File: src/include/fault_mgr_pkg.sv
/*
  Shared constants and types for the LED string fault manager:
  register map, field positions, event bits, state codes, carriers.
  Assumes a 32-bit Avalon-MM slave with byte addresses.
*/
package fault_mgr_pkg;

  // Channel count and bus widths
  localparam int ROWS = 6;
  localparam int AW = 4;
  localparam int DW = 32;

  // Register byte offsets
  localparam logic [AW-1:0] OFS_STATE = 4'h0;
  localparam logic [AW-1:0] OFS_IRQ_STAT = 4'h4;
  localparam logic [AW-1:0] OFS_IRQ_MASK = 4'h8;

  // State register field positions (channel bits sit at 0 upward)
  localparam int STB_LATCHED = 8;
  localparam int STB_FAULT = 9;
  localparam int STB_MODE = 10;
  localparam int STB_ENABLE = 11;
  localparam int STB_SWOFF = 12;

  // Event bits, shared by status and mask registers
  localparam int EV_W = 3;
  localparam int EV_ROW = 0;
  localparam int EV_LATCH = 1;
  localparam int EV_OCP = 2;
  localparam logic [EV_W-1:0] MASK_RST = 3'h0;

  // Comparator trip level of the shorted-LED detector, in millivolts
  localparam int SHORT_THRESH_MV = 8200;

  // Device state, one-hot
  typedef enum logic [2:0] {
    ST_OFF = 3'h1,
    ST_RUN = 3'h2,
    ST_LATCH = 3'h4
  } dev_state_e;

  // Bus request carrier
  typedef struct packed {
    logic read;
    logic write;
    logic [AW-1:0] address;
    logic [DW-1:0] wdata;
  } avs_req_s;

  // Boost-section protection indications
  typedef struct packed {
    logic overcurrent;
    logic overvolt;
    logic thermal;
  } prot_s;

endpackage

File: src/core/led_row_fault_manager.sv
/*
  Fault manager of a six-channel LED string driver: per-channel
  disable, boost switch pause, latched shutdown, open-drain fault
  output, Avalon-MM register slave and a masked interrupt.
  Assumes comparator and protection inputs are levels from the
  analogue side; the mode input is a static strap.
*/
`timescale 1ns/10ps
// Function
// RULE1: Switch over-current pauses the boost switch and leaves fault released.
// RULE2: Over-voltage or over-temperature pulls fault low and latches the device off.
// RULE3: One channel above short threshold is disabled and fault pulled low.
// RULE4: Mode low, shorts on several channels latch off with fault low.
// RULE5: Mode high, shorts on several channels disable them, rest keep running.
// RULE6: A single open channel is disabled and fault pulled low.
// RULE7: Several open channels pull fault low; latch off when mode low.
// RULE8: Open plus short on other channels: fault low, latch or disable by mode.
// RULE9: A short break in a channel counts as open and disables it.
// RULE10: A reconnected channel reads above threshold and is flagged shorted.
// RULE11: Short detection keeps watching channels disabled as open.
// RULE12: Host toggles enable after a fault and rechecks the fault pin.
// RULE13: Latched off holds until enable toggles or power-on reset.
// RULE14: Fault output is open-drain, active low.
// RULE15: Mode is a static strap choosing the handling policy.
// RULE16: Every channel is compared continuously with the short threshold.
// RULE17: Enable, mode and comparator inputs are synchronised before use.
module led_row_fault_manager
  import fault_mgr_pkg::*;
#(
  parameter int N_ROWS = ROWS
) (
  input wire logic CLK_IN,
  input wire logic NRST_IN,
  input wire logic EN_IN,
  input wire logic MODE_IN,
  input wire logic OVERCURRENT_IN,
  input wire logic OVERVOLT_IN,
  input wire logic THERMAL_IN,
  input wire logic [N_ROWS-1:0] SHORT_CMP_IN,
  input wire logic [N_ROWS-1:0] OPEN_DET_IN,
  input wire logic [AW-1:0] AVS_ADDRESS,
  input wire logic AVS_READ,
  input wire logic AVS_WRITE,
  input wire logic [DW-1:0] AVS_WRITEDATA,
  output logic [DW-1:0] AVS_READDATA,
  output logic AVS_WAITREQUEST,
  output logic FAULT_N_OUT,
  output logic FAULT_OE_OUT,
  output logic SWITCH_OFF_OUT,
  output logic DEVICE_OFF_OUT,
  output logic [N_ROWS-1:0] ROW_DISABLE_OUT,
  output logic IRQ_OUT
);

  // Channel bits must stay below the status fields
  if (N_ROWS < 2 || N_ROWS > STB_LATCHED) begin : g_bad_rows
    $error("N_ROWS must lie between 2 and 8");
  end

  typedef struct packed {
    dev_state_e st;
    logic [N_ROWS-1:0] short_seen;
    logic [N_ROWS-1:0] open_seen;
    logic fault;
    logic sw_off;
    logic ocp_prev;
    logic [EV_W-1:0] irq_stat;
    logic [EV_W-1:0] irq_mask;
    logic ack;
    logic [DW-1:0] rdata;
  } core_s;

  core_s q;
  core_s d;

  avs_req_s req;
  prot_s prot;
  logic en_s;
  logic mode_s;
  logic [N_ROWS-1:0] short_s;
  logic [N_ROWS-1:0] open_raw_s;
  logic [N_ROWS-1:0] open_s;
  logic [N_ROWS-1:0] dis_q;
  logic [N_ROWS-1:0] short_nx;
  logic [N_ROWS-1:0] open_nx;
  logic [N_ROWS-1:0] dis_nx;
  logic multi_nx;
  logic [EV_W-1:0] ev;
  logic [DW-1:0] rd_mux;

  // True when the request hits the given register
  function automatic logic hit(input logic [AW-1:0] a, input logic [AW-1:0] ofs);
    return a == ofs;
  endfunction

  // Bus request bundle
  assign req = '{read: AVS_READ, write: AVS_WRITE, address: AVS_ADDRESS, wdata: AVS_WRITEDATA};

  // RULE17: synchronise control levels
  sync_2ff #(
    .W(2 + EV_W)
  ) u_sync_ctl (
    .clk_in(CLK_IN),
    .nrst_in(NRST_IN),
    .d_in({EN_IN, MODE_IN, OVERCURRENT_IN, OVERVOLT_IN, THERMAL_IN}),
    .q_out({en_s, mode_s, prot})
  );

  // RULE16: sample both comparator banks every clock
  sync_2ff #(
    .W(2 * N_ROWS)
  ) u_sync_row (
    .clk_in(CLK_IN),
    .nrst_in(NRST_IN),
    .d_in({SHORT_CMP_IN, OPEN_DET_IN}),
    .q_out({short_s, open_raw_s})
  );

  assign dis_q = q.short_seen | q.open_seen;

  // RULE9: an open reading on a live channel is an open fault
  assign open_s = open_raw_s & ~dis_q;

  // RULE11: short detection stays active on disabled channels
  assign short_nx = q.short_seen | short_s;
  assign open_nx = q.open_seen | open_s;

  // RULE15: strap level selects the policy
  row_fault_classify #(
    .N(N_ROWS)
  ) u_classify (
    .short_in(short_nx),
    .open_in(open_nx),
    .mode_high_in(mode_s),
    .disable_out(dis_nx),
    .multi_out(multi_nx)
  );

  // Register read multiplexer; unmapped addresses read zero
  always_comb begin
    rd_mux = '0;
    if (hit(req.address, OFS_STATE)) begin
      rd_mux[N_ROWS-1:0] = dis_q;
      rd_mux[STB_LATCHED] = (q.st == ST_LATCH);
      rd_mux[STB_FAULT] = q.fault;
      rd_mux[STB_MODE] = mode_s;
      rd_mux[STB_ENABLE] = en_s;
      rd_mux[STB_SWOFF] = q.sw_off;
    end else if (hit(req.address, OFS_IRQ_STAT)) begin
      rd_mux[EV_W-1:0] = q.irq_stat;
    end else if (hit(req.address, OFS_IRQ_MASK)) begin
      rd_mux[EV_W-1:0] = q.irq_mask;
    end
  end

  // Next-state logic: device state, fault sets, events, bus
  always_comb begin
    d = q;
    ev = '0;
    d.ack = 1'b0;
    unique case (q.st)
      ST_OFF: begin
        // RULE13: enable low clears every latched fault
        d.short_seen = '0;
        d.open_seen = '0;
        if (en_s) begin
          d.st = ST_RUN;
        end
      end
      ST_RUN: begin
        if (!en_s) begin
          d.st = ST_OFF;
        // RULE2: over-voltage or over-temperature latches off
        end else if (prot.overvolt || prot.thermal) begin
          d.st = ST_LATCH;
        end else begin
          // RULE10: a channel read high after reconnect is shorted
          d.short_seen = short_nx;
          // RULE6: a single open channel is disabled
          d.open_seen = open_nx;
          // RULE4: several faulty channels latch off with mode low
          // RULE7: same for several open channels
          // RULE8: same for open plus short on other channels
          if (multi_nx) begin
            d.st = ST_LATCH;
          end
        end
      end
      ST_LATCH: begin
        // RULE13: only enable going low leaves the latch
        if (!en_s) begin
          d.st = ST_OFF;
        end
      end
    endcase
    // RULE3: any disabled channel or latch pulls fault low
    // RULE5: mode high keeps running with faulty channels off
    d.fault = (d.st == ST_LATCH) || (d.st == ST_RUN && (|(d.short_seen | d.open_seen)));
    // RULE1: over-current pauses the switch, fault untouched
    d.sw_off = prot.overcurrent || (d.st != ST_RUN);
    d.ocp_prev = prot.overcurrent;
    // Interrupt events
    ev[EV_ROW] = |((d.short_seen | d.open_seen) & ~dis_q);
    ev[EV_LATCH] = (d.st == ST_LATCH) && (q.st != ST_LATCH);
    ev[EV_OCP] = prot.overcurrent && !q.ocp_prev;
    // Read clears what was captured; new events win
    d.irq_stat = q.irq_stat | ev;
    if (q.ack && req.read && hit(req.address, OFS_IRQ_STAT)) begin
      d.irq_stat = (q.irq_stat & ~q.rdata[EV_W-1:0]) | ev;
    end
    // Bus: capture on first edge, complete on second
    if ((req.read || req.write) && !q.ack) begin
      d.ack = 1'b1;
      d.rdata = req.read ? rd_mux : '0;
    end
    if (q.ack && req.write && hit(req.address, OFS_IRQ_MASK)) begin
      d.irq_mask = req.wdata[EV_W-1:0];
    end
  end

  // State register
  always_ff @(posedge CLK_IN) begin
    if (!NRST_IN) begin
      q.st <= ST_OFF;
      q.short_seen <= '0;
      q.open_seen <= '0;
      q.fault <= 1'b0;
      q.sw_off <= 1'b1;
      q.ocp_prev <= 1'b0;
      q.irq_stat <= '0;
      q.irq_mask <= MASK_RST;
      q.ack <= 1'b0;
      q.rdata <= '0;
    end else begin
      q <= d;
    end
  end

  // Outputs
  assign AVS_WAITREQUEST = (req.read || req.write) && !q.ack;
  assign AVS_READDATA = q.rdata;
  // RULE14: open-drain, pull low only while a fault stands
  assign FAULT_N_OUT = 1'b0;
  assign FAULT_OE_OUT = q.fault;
  assign SWITCH_OFF_OUT = q.sw_off;
  assign DEVICE_OFF_OUT = (q.st != ST_RUN);
  assign ROW_DISABLE_OUT = dis_q;
  assign IRQ_OUT = |(q.irq_stat & q.irq_mask);
endmodule

File: src/core/sync_2ff.sv
/*
  Two-flop level synchroniser for a bus of independent bits.
  Assumes each bit is a slow level; no word coherence is implied.
*/
`timescale 1ns/10ps
module sync_2ff #(
  parameter int W = 1
) (
  input wire logic clk_in,
  input wire logic nrst_in,
  input wire logic [W-1:0] d_in,
  output logic [W-1:0] q_out
);

  typedef struct packed {
    logic [W-1:0] s1;
    logic [W-1:0] s2;
  } sync_s;

  sync_s q;
  sync_s d;

  // Shift chain; first stage feeds only the second
  always_comb begin
    d = q;
    d.s1 = d_in;
    d.s2 = q.s1;
  end

  // Synchronous low-active reset
  always_ff @(posedge clk_in) begin
    if (!nrst_in) begin
      q <= '0;
    end else begin
      q <= d;
    end
  end

  assign q_out = q.s2;

endmodule

File: src/core/row_fault_classify.sv
/*
  Combinational classifier of channel faults: which channels are
  disabled and whether the fault pattern forces a latched shutdown.
  Assumes the fault sets are already accumulated by the caller.
*/
`timescale 1ns/10ps
module row_fault_classify #(
  parameter int N = 6
) (
  input wire logic [N-1:0] short_in,
  input wire logic [N-1:0] open_in,
  input wire logic mode_high_in,
  output logic [N-1:0] disable_out,
  output logic multi_out
);

  // Number of faulty channels, each counted once
  function automatic int unsigned count_ones(input logic [N-1:0] v);
    int unsigned n;
    n = 0;
    for (int i = 0; i < N; i++) begin
      n = n + v[i];
    end
    return n;
  endfunction

  // A channel that reopened and then reads high counts once
  assign disable_out = short_in | open_in;

  // More than one faulty channel latches off only with mode low
  assign multi_out = !mode_high_in && (count_ones(disable_out) > 1);

endmodule

File: config.mk
export PLATFORM = sky130hd
export DESIGN_NAME = led_row_fault_manager
export DESIGN_NICKNAME = d
export VERILOG_FILES = /design/src/include/fault_mgr_pkg.sv /design/src/core/led_row_fault_manager.sv /design/src/core/sync_2ff.sv /design/src/core/row_fault_classify.sv
export SDC_FILE = /design/constraint.sdc
export NUM_CORES = 1
export LEC_CHECK = 0
export ABC_AREA = 0
export BUFFER_PORTS_ARGS = -buffer_cell sky130_fd_sc_hd__buf_2
export CAP_MARGIN = 40
export CORE_AREA = 4 4 80 82
export DETAILED_ROUTE_END_ITERATION = 8
export DIE_AREA = 0 0 84 86
export GPL_ROUTABILITY_DRIVEN = 0
export PLACE_DENSITY = 0.85
export SLEW_MARGIN = 15
export SYNTH_ARGS = -nofsm -noshare
export SYNTH_HDL_FRONTEND = slang
export SYNTH_SLANG_ARGS = --single-unit
File: constraint.sdc
create_clock -name CLK_IN -period 8.57 [get_ports CLK_IN]
set_input_delay 0.857 -clock CLK_IN [delete_from_list [all_inputs] [get_ports CLK_IN]]
set_output_delay 0.857 -clock CLK_IN [all_outputs]
set_load 0.005 [all_outputs]
==> reports/results.ini, run 1 <==
[timing]
whs_ns = 0.429
slew_viol_final = 0
fin_skew_ns = 0.00863
finalCritPeriodShare = 0.441
finalSetupViolations = 0
min_period_ns = 3.78
rsz0062_at_grt = no
final.setup.tns_ns = 0
fmax_mhz = 264
hold_viol = 0

[global_routing]
grt_pass1_wl_um = 8780
grt_antenna_before_repair = 0
grt_usage = 0.154
grt_max_degree = 73
overflow = 0
grt_pass1_vias = 1887

[worst_setup_path]
crit_type = reg -> reg
startpoint_type = flop
crit_slowest_cell = fa_1
rrSetupSlack_ns = 4.79
worstPathArrival_ns = 4.00
worstRegToRegCells = 14
endpoint_kind = flop
crit_buf_inv = 2
cp_top_family = adder cells
crit_cells = 14
crit_path_cell_trace = or2_2 > nand2b_1 > ha_1 > inv_1 > fa_1 > inv_1 > ha_1 > o31ai_1 > nand2b_1 > fa_1 > o21bai_1 > a21oi_1 > a21o_1 > a311o_1
cp.required_ns = 8.78
worstPathMaxFanout = 5
cp_slowest_stage_delay_ns = 0.54

[power]
powerDensity_mw_per_mm2 = 192
p_clk_frac = 0.391
p_total_mw = 0.637
seq_power_share = 0.534
vdd_ir_drop_max_mv = 0.112
swShare = 0.222
power.internal_mw = 0.496
p_switching_mw = 0.141
p_leak_nw = 1.42
combPwrFrac = 0.075

[yosys]
synth_edf_count = 0
async_flop_share = 0
postSynthAreaPerCell_um2 = 9.45
ys_warn_count = 0
ys_seq_elements = 70
synthDistinctLibCells = 45
synth_area_mm2 = 0.00301
synth_ff_type = dfxtp_1
yosysSeqAreaShare = 0.465
netlist_instances = 319

[placement]
port_buffers = 49
dp_hpwl_um = 3900

[clocking]
clk_pin_slew_ns = 0.07
cts_buffers = 9
cts_max_path_buffers = 2
post_cts_resized = 0
htree_levels = 3
postCtsSetupRepairBufs = 0
hold_buffers = 0
tritoncts = done
clk_latency_ns = 0.33
root_buffer = clkbuf_8
clock_sinks = 70

[hold_path]
hold_depth = 1
hp-class = reg -> reg

[routing]
wl_per_cell_um = 12.6
via_per_inst = 5.06
drc = 0
vias = 2165
dr.first_iter.drc_count = 107
drt_first_pass_iters = 4
finalWirelength_um = 5400
ant_nets = 0

[cells_and_area]
final_cell_mix = dfxtp_1 (70), buf_2 (49), and2_1 (37)
insertedDiodeCount = 0
fin_nets = 410
fillCellCount = 508
drive_gt1_frac = 0.207
final_common_cell = dfxtp_1
area_delta_synth_final_pct = 9.96

[die]
die-width_um = 84
num_rows = 28
start_util = 0.525
die_area_mm2 = 0.00722
core-area_mm2 = 0.00575
die_h_um = 86
io_pins = 101

[run_status]
status = completed

[run]
max-cap-violations = 0

==> logic make-up (layout without fill, tap and decap cells) <==
group	Yosys count	after routing	synth area share
AO/OA/AOI/OAI	57	57	0.135
XOR/XNOR	1	1	0.00291
adder cells (fa/ha/maj)	4	4	0.0216
buffers and inverters	67	80	0.127
flip-flops	70	70	0.465
multiplexers	3	3	0.00996
other	1	22	0.00124
AND/OR/NAND/NOR	116	116	0.237
==> Yosys cell counts (3+ instances only) <==
library cell  count  area share
a21boi_0          7       0.017
o2111ai_1         3      0.0087
a32oi_1           3      0.0087
nand2_1           6      0.0075
nor3_1            3      0.0050
a31oi_1           3      0.0062
nor2b_1          31       0.064
dfxtp_1          70        0.46
nor2_1           12       0.015
and2_1           37       0.077
mux2i_1           3       0.010
inv_1            15       0.019
a22oi_1          18       0.045
o21ai_0           5      0.0083
a21oi_1           4      0.0066
o22ai_1           7       0.015
nand2b_1          6       0.012
or2_2             5       0.010
buf_4            34       0.085
clkbuf_1         15       0.019
==> layout make-up <==
type / count / area (um^2) / share of cell area
multi-input cells: 203 / 1310 / 0.395
inverters: 15 / 56.3 / 0.0170
clock inverters: 4 / 47.5 / 0.0143
well taps: 75 / 93.8 / 0.0283
clock buffers: 11 / 141 / 0.0427
flip-flops and latches: 70 / 1400 / 0.423
repair buffers: 50 / 265 / 0.0800
==> layer usage <==
| metal | global-route usage | vias to the layer above | share of wire |
|---|---|---|---|
| met4 | 0.0863 | 0 | 0.014 |
| met3 | 0.0500 | 10 | 0.089 |
| met1 | 0.187 | 987 | 0.42 |
| li1 | - | 1079 | - |
| met2 | 0.241 | 89 | 0.47 |
| met5 | 0 | - | 0 |
==> metrics by stage <==
stage	util	cell area [um^2]	worst slack (ns)	instances
2_1_floorplan	-	3090	5.06	340
3_3_place_gp	0.541	3110	4.90	412
3_5_place_dp	0.541	3110	4.82	412
4_1_cts	0.573	3290	4.79	427
5_1_grt	0.577	3310	4.55	428
6_report	0.577	3310	4.79	428
==> worst paths after layout <==
kind,end,start
setup / recovery,FAULT_OE_OUT$_SDFF_PN0_,q[49]$_SDFF_PN0_
hold / removal,u_sync_row.q_out[10]$_SDFF_PN0_,u_sync_row.d[10]$_SDFF_PN0_
setup reg to reg,FAULT_OE_OUT$_SDFF_PN0_,q[49]$_SDFF_PN0_
hold reg to reg,u_sync_row.q_out[10]$_SDFF_PN0_,u_sync_row.d[10]$_SDFF_PN0_
==> power groups by stage <==
stage	registers (mW)	logic [mW]	clock network, mW
floorplan	0.345	0.0415	0
global placement	0.347	0.0447	0
detailed placement	0.347	0.0466	0
CTS	0.340	0.0470	0.255
global route	0.341	0.0546	0.267
finish	0.340	0.0480	0.249
==> sequential cells by signal, summed over array words and instances (netlist names) <==
signal	cells
u_sync_row.d	12
FAULT_OE_OUT	1
u_sync_row.q_out	12
u_sync_ctl.d	5
AVS_READDATA	11
u_sync_ctl.q_out	5
q	23
SWITCH_OFF_OUT	1
(Power assumes the default switching activity.)
==> inputs of run 2 (changes only) <==
- ABC_AREA: 0 -> 1
- CORE_AREA: 4 4 80 82 -> 4 4 83 85
- DIE_AREA: 0 0 84 86 -> 0 0 87 89
- PLACE_DENSITY: 0.85 -> 0.8
- clock period: 8.57 -> 3.65 ns (I/O delays scaled with it)
==> reports/results.ini, run 2 <==
[run_status]
status = completed  ; unchanged

[timing]
whs_ns = 0.202  ; was 0.429 ns
fin_skew_ns = 0.00856  ; was 0.00863 ns
max_slew_margin = 0.582
slew_viol_final = 0  ; unchanged
finalSetupViolations = 0  ; unchanged
min_period_ns = 3.28  ; was 3.78 ns
hold_viol = 0  ; unchanged
worst_pin_slew_ns = 0.627
rsz0062_at_grt = no  ; unchanged
setup_slack_ns = 0.373  ; was 4.79 ns
final.setup.tns_ns = 0  ; unchanged
fmax_mhz = 305  ; was 264 MHz
finalCritPeriodShare = 0.898  ; was 0.441

[yosys]
synthDistinctLibCells = 34  ; was 45
synthMostInstantiatedCell = nand2_1  ; was dfxtp_1
synth_compound_area_frac = 0.0949  ; was 0.135
ys_seq_elements = 70  ; unchanged
synthMuxAreaShare = 0  ; was 0.00996
postSynthAreaPerCell_um2 = 7.48  ; was 9.45 um^2
synth_ff_type = dfxtp_1  ; unchanged
synth_top_family_by_area = simple AND/OR/NAND/NOR gates  ; unchanged
yosys.area_share.simple = 0.229  ; was 0.237
netlist_top_cells_count = nand2_1 (100), dfxtp_1 (70), inv_1 (65)  ; was dfxtp_1 (70), and2_1 (37), buf_4 (34)
ys_warn_count = 0  ; unchanged
synth_edf_count = 0  ; unchanged
async_flop_share = 0  ; unchanged
synthTopCellsByArea = dfxtp_1 (47%), nand2_1 (12%), buf_4 (8.5%)  ; was dfxtp_1 (46%), buf_4 (8.5%), and2_1 (7.7%)
synth_top_area_cell = dfxtp_1  ; unchanged
netlist_instances = 402  ; was 319
synth_adder_area_share = 0.0216  ; about the same
yosysSeqAreaShare = 0.466  ; was 0.465
synth_area_mm2 = 0.00301  ; about the same
synth_xor_xnor_area_share = 0  ; was 0.00291
yosysTopAreaCellShare = 0.466  ; was 0.465

[placement]
dp_hpwl_um = 4070  ; was 3900 um
dp_cells = 508  ; was 412
port_buffers = 49  ; unchanged
post-place-ws_ns = 0.315  ; was 4.82 ns

[die]
die_h_um = 89  ; was 86 um
num_rows = 29  ; was 28
die_area_mm2 = 0.00774  ; was 0.00722 mm^2
die-width_um = 87  ; was 84 um
start_util = 0.484  ; was 0.525
io_pins = 101  ; unchanged
core-area_mm2 = 0.00620  ; was 0.00575 mm^2

[worst_setup_path]
startpoint = q[49]$_SDFF_PN0_  ; unchanged
worstPathArrival_ns = 3.55  ; was 4.00 ns
crit_type = reg -> reg  ; unchanged
r2r-start = q[49]$_SDFF_PN0_  ; unchanged
worstPathMaxFanout = 3  ; was 5
startpoint_type = flop  ; unchanged
rrSetupSlack_ns = 0.37  ; was 4.79 ns
cp.required_ns = 3.93  ; was 8.78 ns
endpoint_kind = flop  ; unchanged

[routing]
ant_nets = 0  ; unchanged
drc = 0  ; unchanged
drt_first_pass_iters = 5  ; was 4
via_per_inst = 4.49  ; was 5.06
dr.first_iter.drc_count = 119  ; was 107
vias = 2351  ; was 2165
finalWirelength_um = 5310  ; was 5400 um
wl_per_cell_um = 10.1  ; was 12.6 um

[global_routing]
grt_antenna_before_repair = 0  ; unchanged
grt_max_degree = 42  ; was 73
overflow = 0  ; unchanged
grt_usage = 0.144  ; was 0.154
grt_pass1_vias = 2060  ; was 1887
grt_pass1_wl_um = 8640  ; was 8780 um

[cells_and_area]
regMostFlops = q  ; unchanged
final_common_cell = nand2_1  ; was dfxtp_1
largest_reg_flops = 23  ; unchanged
fillCellCount = 579  ; was 508
area_delta_synth_final_pct = 12.8  ; was 9.96%
insertedDiodeCount = 0  ; unchanged
final_cell_mix = nand2_1 (100), dfxtp_1 (70), inv_1 (65)  ; was dfxtp_1 (70), buf_2 (49), and2_1 (37)
final_cells = 524  ; was 428
drive_gt1_frac = 0.186  ; was 0.207
fin_nets = 503  ; was 410

[clocking]
clk_latency_ns = 0.34  ; was 0.33 ns
cts_buffers = 9  ; unchanged
root_buffer = clkbuf_8  ; unchanged
hold_buffers = 0  ; unchanged
tritoncts = done  ; unchanged
postCtsSetupRepairBufs = 0  ; unchanged
cts_max_path_buffers = 2  ; unchanged
htree_levels = 3  ; unchanged
post_cts_resized = 0  ; unchanged
clock_sinks = 70  ; unchanged
clk_pin_slew_ns = 0.08  ; was 0.07 ns

[power]
p_leak_nw = 1.87  ; was 1.42 nW
powerDensity_mw_per_mm2 = 473  ; was 192 mW/mm^2
vdd_ir_drop_max_mv = 0.274  ; was 0.112 mV

[hold_path]
min-delay-start = SHORT_CMP_IN[2]  ; was u_sync_row.d[10]$_SDFF_PN0_
hp-class = in -> reg  ; was reg -> reg

[run]
max-cap-violations = 0  ; unchanged

==> run 2: cell types whose count changed after synthesis, moves of 4 or more <==
| cell | delta |
|---|---|
| nand2_1 | +94 |
| inv_1 | +50 |
| and2_1 | -37 |
| nor2b_1 | -31 |
| nor2_1 | +24 |
| a21oi_1 | +23 |
| a22oi_1 | -14 |
| nand3_1 | +10 |
| a21boi_0 | -7 |
| clkbuf_1 | -6 |
| nand2b_1 | -6 |
| o22ai_1 | -4 |
==> run 2: per-layer routing <==
metal,track usage,routed length [um],vias up
met3,0.0378,381,10
li1,-,-,1257
met2,0.236,2570,76
met1,0.165,2230,1008
met4,0.0977,123,0
met5,0,0,-
==> run 2: where the power goes <==
part	switching [mW]	leakage, nW	internal, mW
clock network	0.275	0.116	0.422
registers	0.0113	0.572	0.785
logic	0.0674	1.18	0.0427
==> run 2: cells by family (layout without fill, tap and decap cells) <==
family | after synthesis | in the layout
flip-flops | 70 | 70
buffers and inverters | 113 | 137
AND/OR/NAND/NOR | 164 | 164
AO/OA/AOI/OAI | 50 | 50
adder cells (fa/ha/maj) | 4 | 4
other | 1 | 22
==> run 2: path summary, 6_finish.rpt <==
kind | endpoint | depth (start not counted)
setup / recovery | FAULT_OE_OUT$_SDFF_PN0_ | 17
hold / removal | u_sync_row.d[8]$_SDFF_PN0_ | 3
setup reg to reg | FAULT_OE_OUT$_SDFF_PN0_ | 17
hold reg to reg | u_sync_row.q_out[6]$_SDFF_PN0_ | 2
==> run 2: cell type report <==
type                            instances  area [um^2]  share of cell area
Inverter                               68          255              0.0753
Sequential cell                        70         1400               0.413
Timing Repair Buffer                   53          283              0.0834
Multi-Input combinational cell        240         1120               0.331
Tap cell                               77         96.3              0.0284
Clock buffer                           11          151              0.0446
Clock inverter                          5         81.3              0.0240
==> run 2: metrics by stage <==
stage / utilization / area [um^2] / power (mW)
floorplan: - / 3080 / 0.904
global placement: 0.507 / 3140 / 0.919
detailed placement: 0.509 / 3160 / 0.925
CTS: 0.546 / 3390 / 1.63
global route: 0.546 / 3390 / 1.67
finish: 0.546 / 3390 / 1.60
==> run 2: worst max-delay path, stage by stage, from the launching register on <==
cell and delay (ns):
dfxtp_1 0.33, nor2_1 0.14, nand2_1 0.07, ha_1 0.27
inv_1 0.06, fa_1 0.54, inv_1 0.04, ha_1 0.28
o31ai_1 0.06, nand2_1 0.09, fa_1 0.43, o21bai_1 0.21
nand3_1 0.10, nand3_1 0.12, nand2_1 0.08, nor3_2 0.20
nand2_1 0.08, a21oi_1 0.12
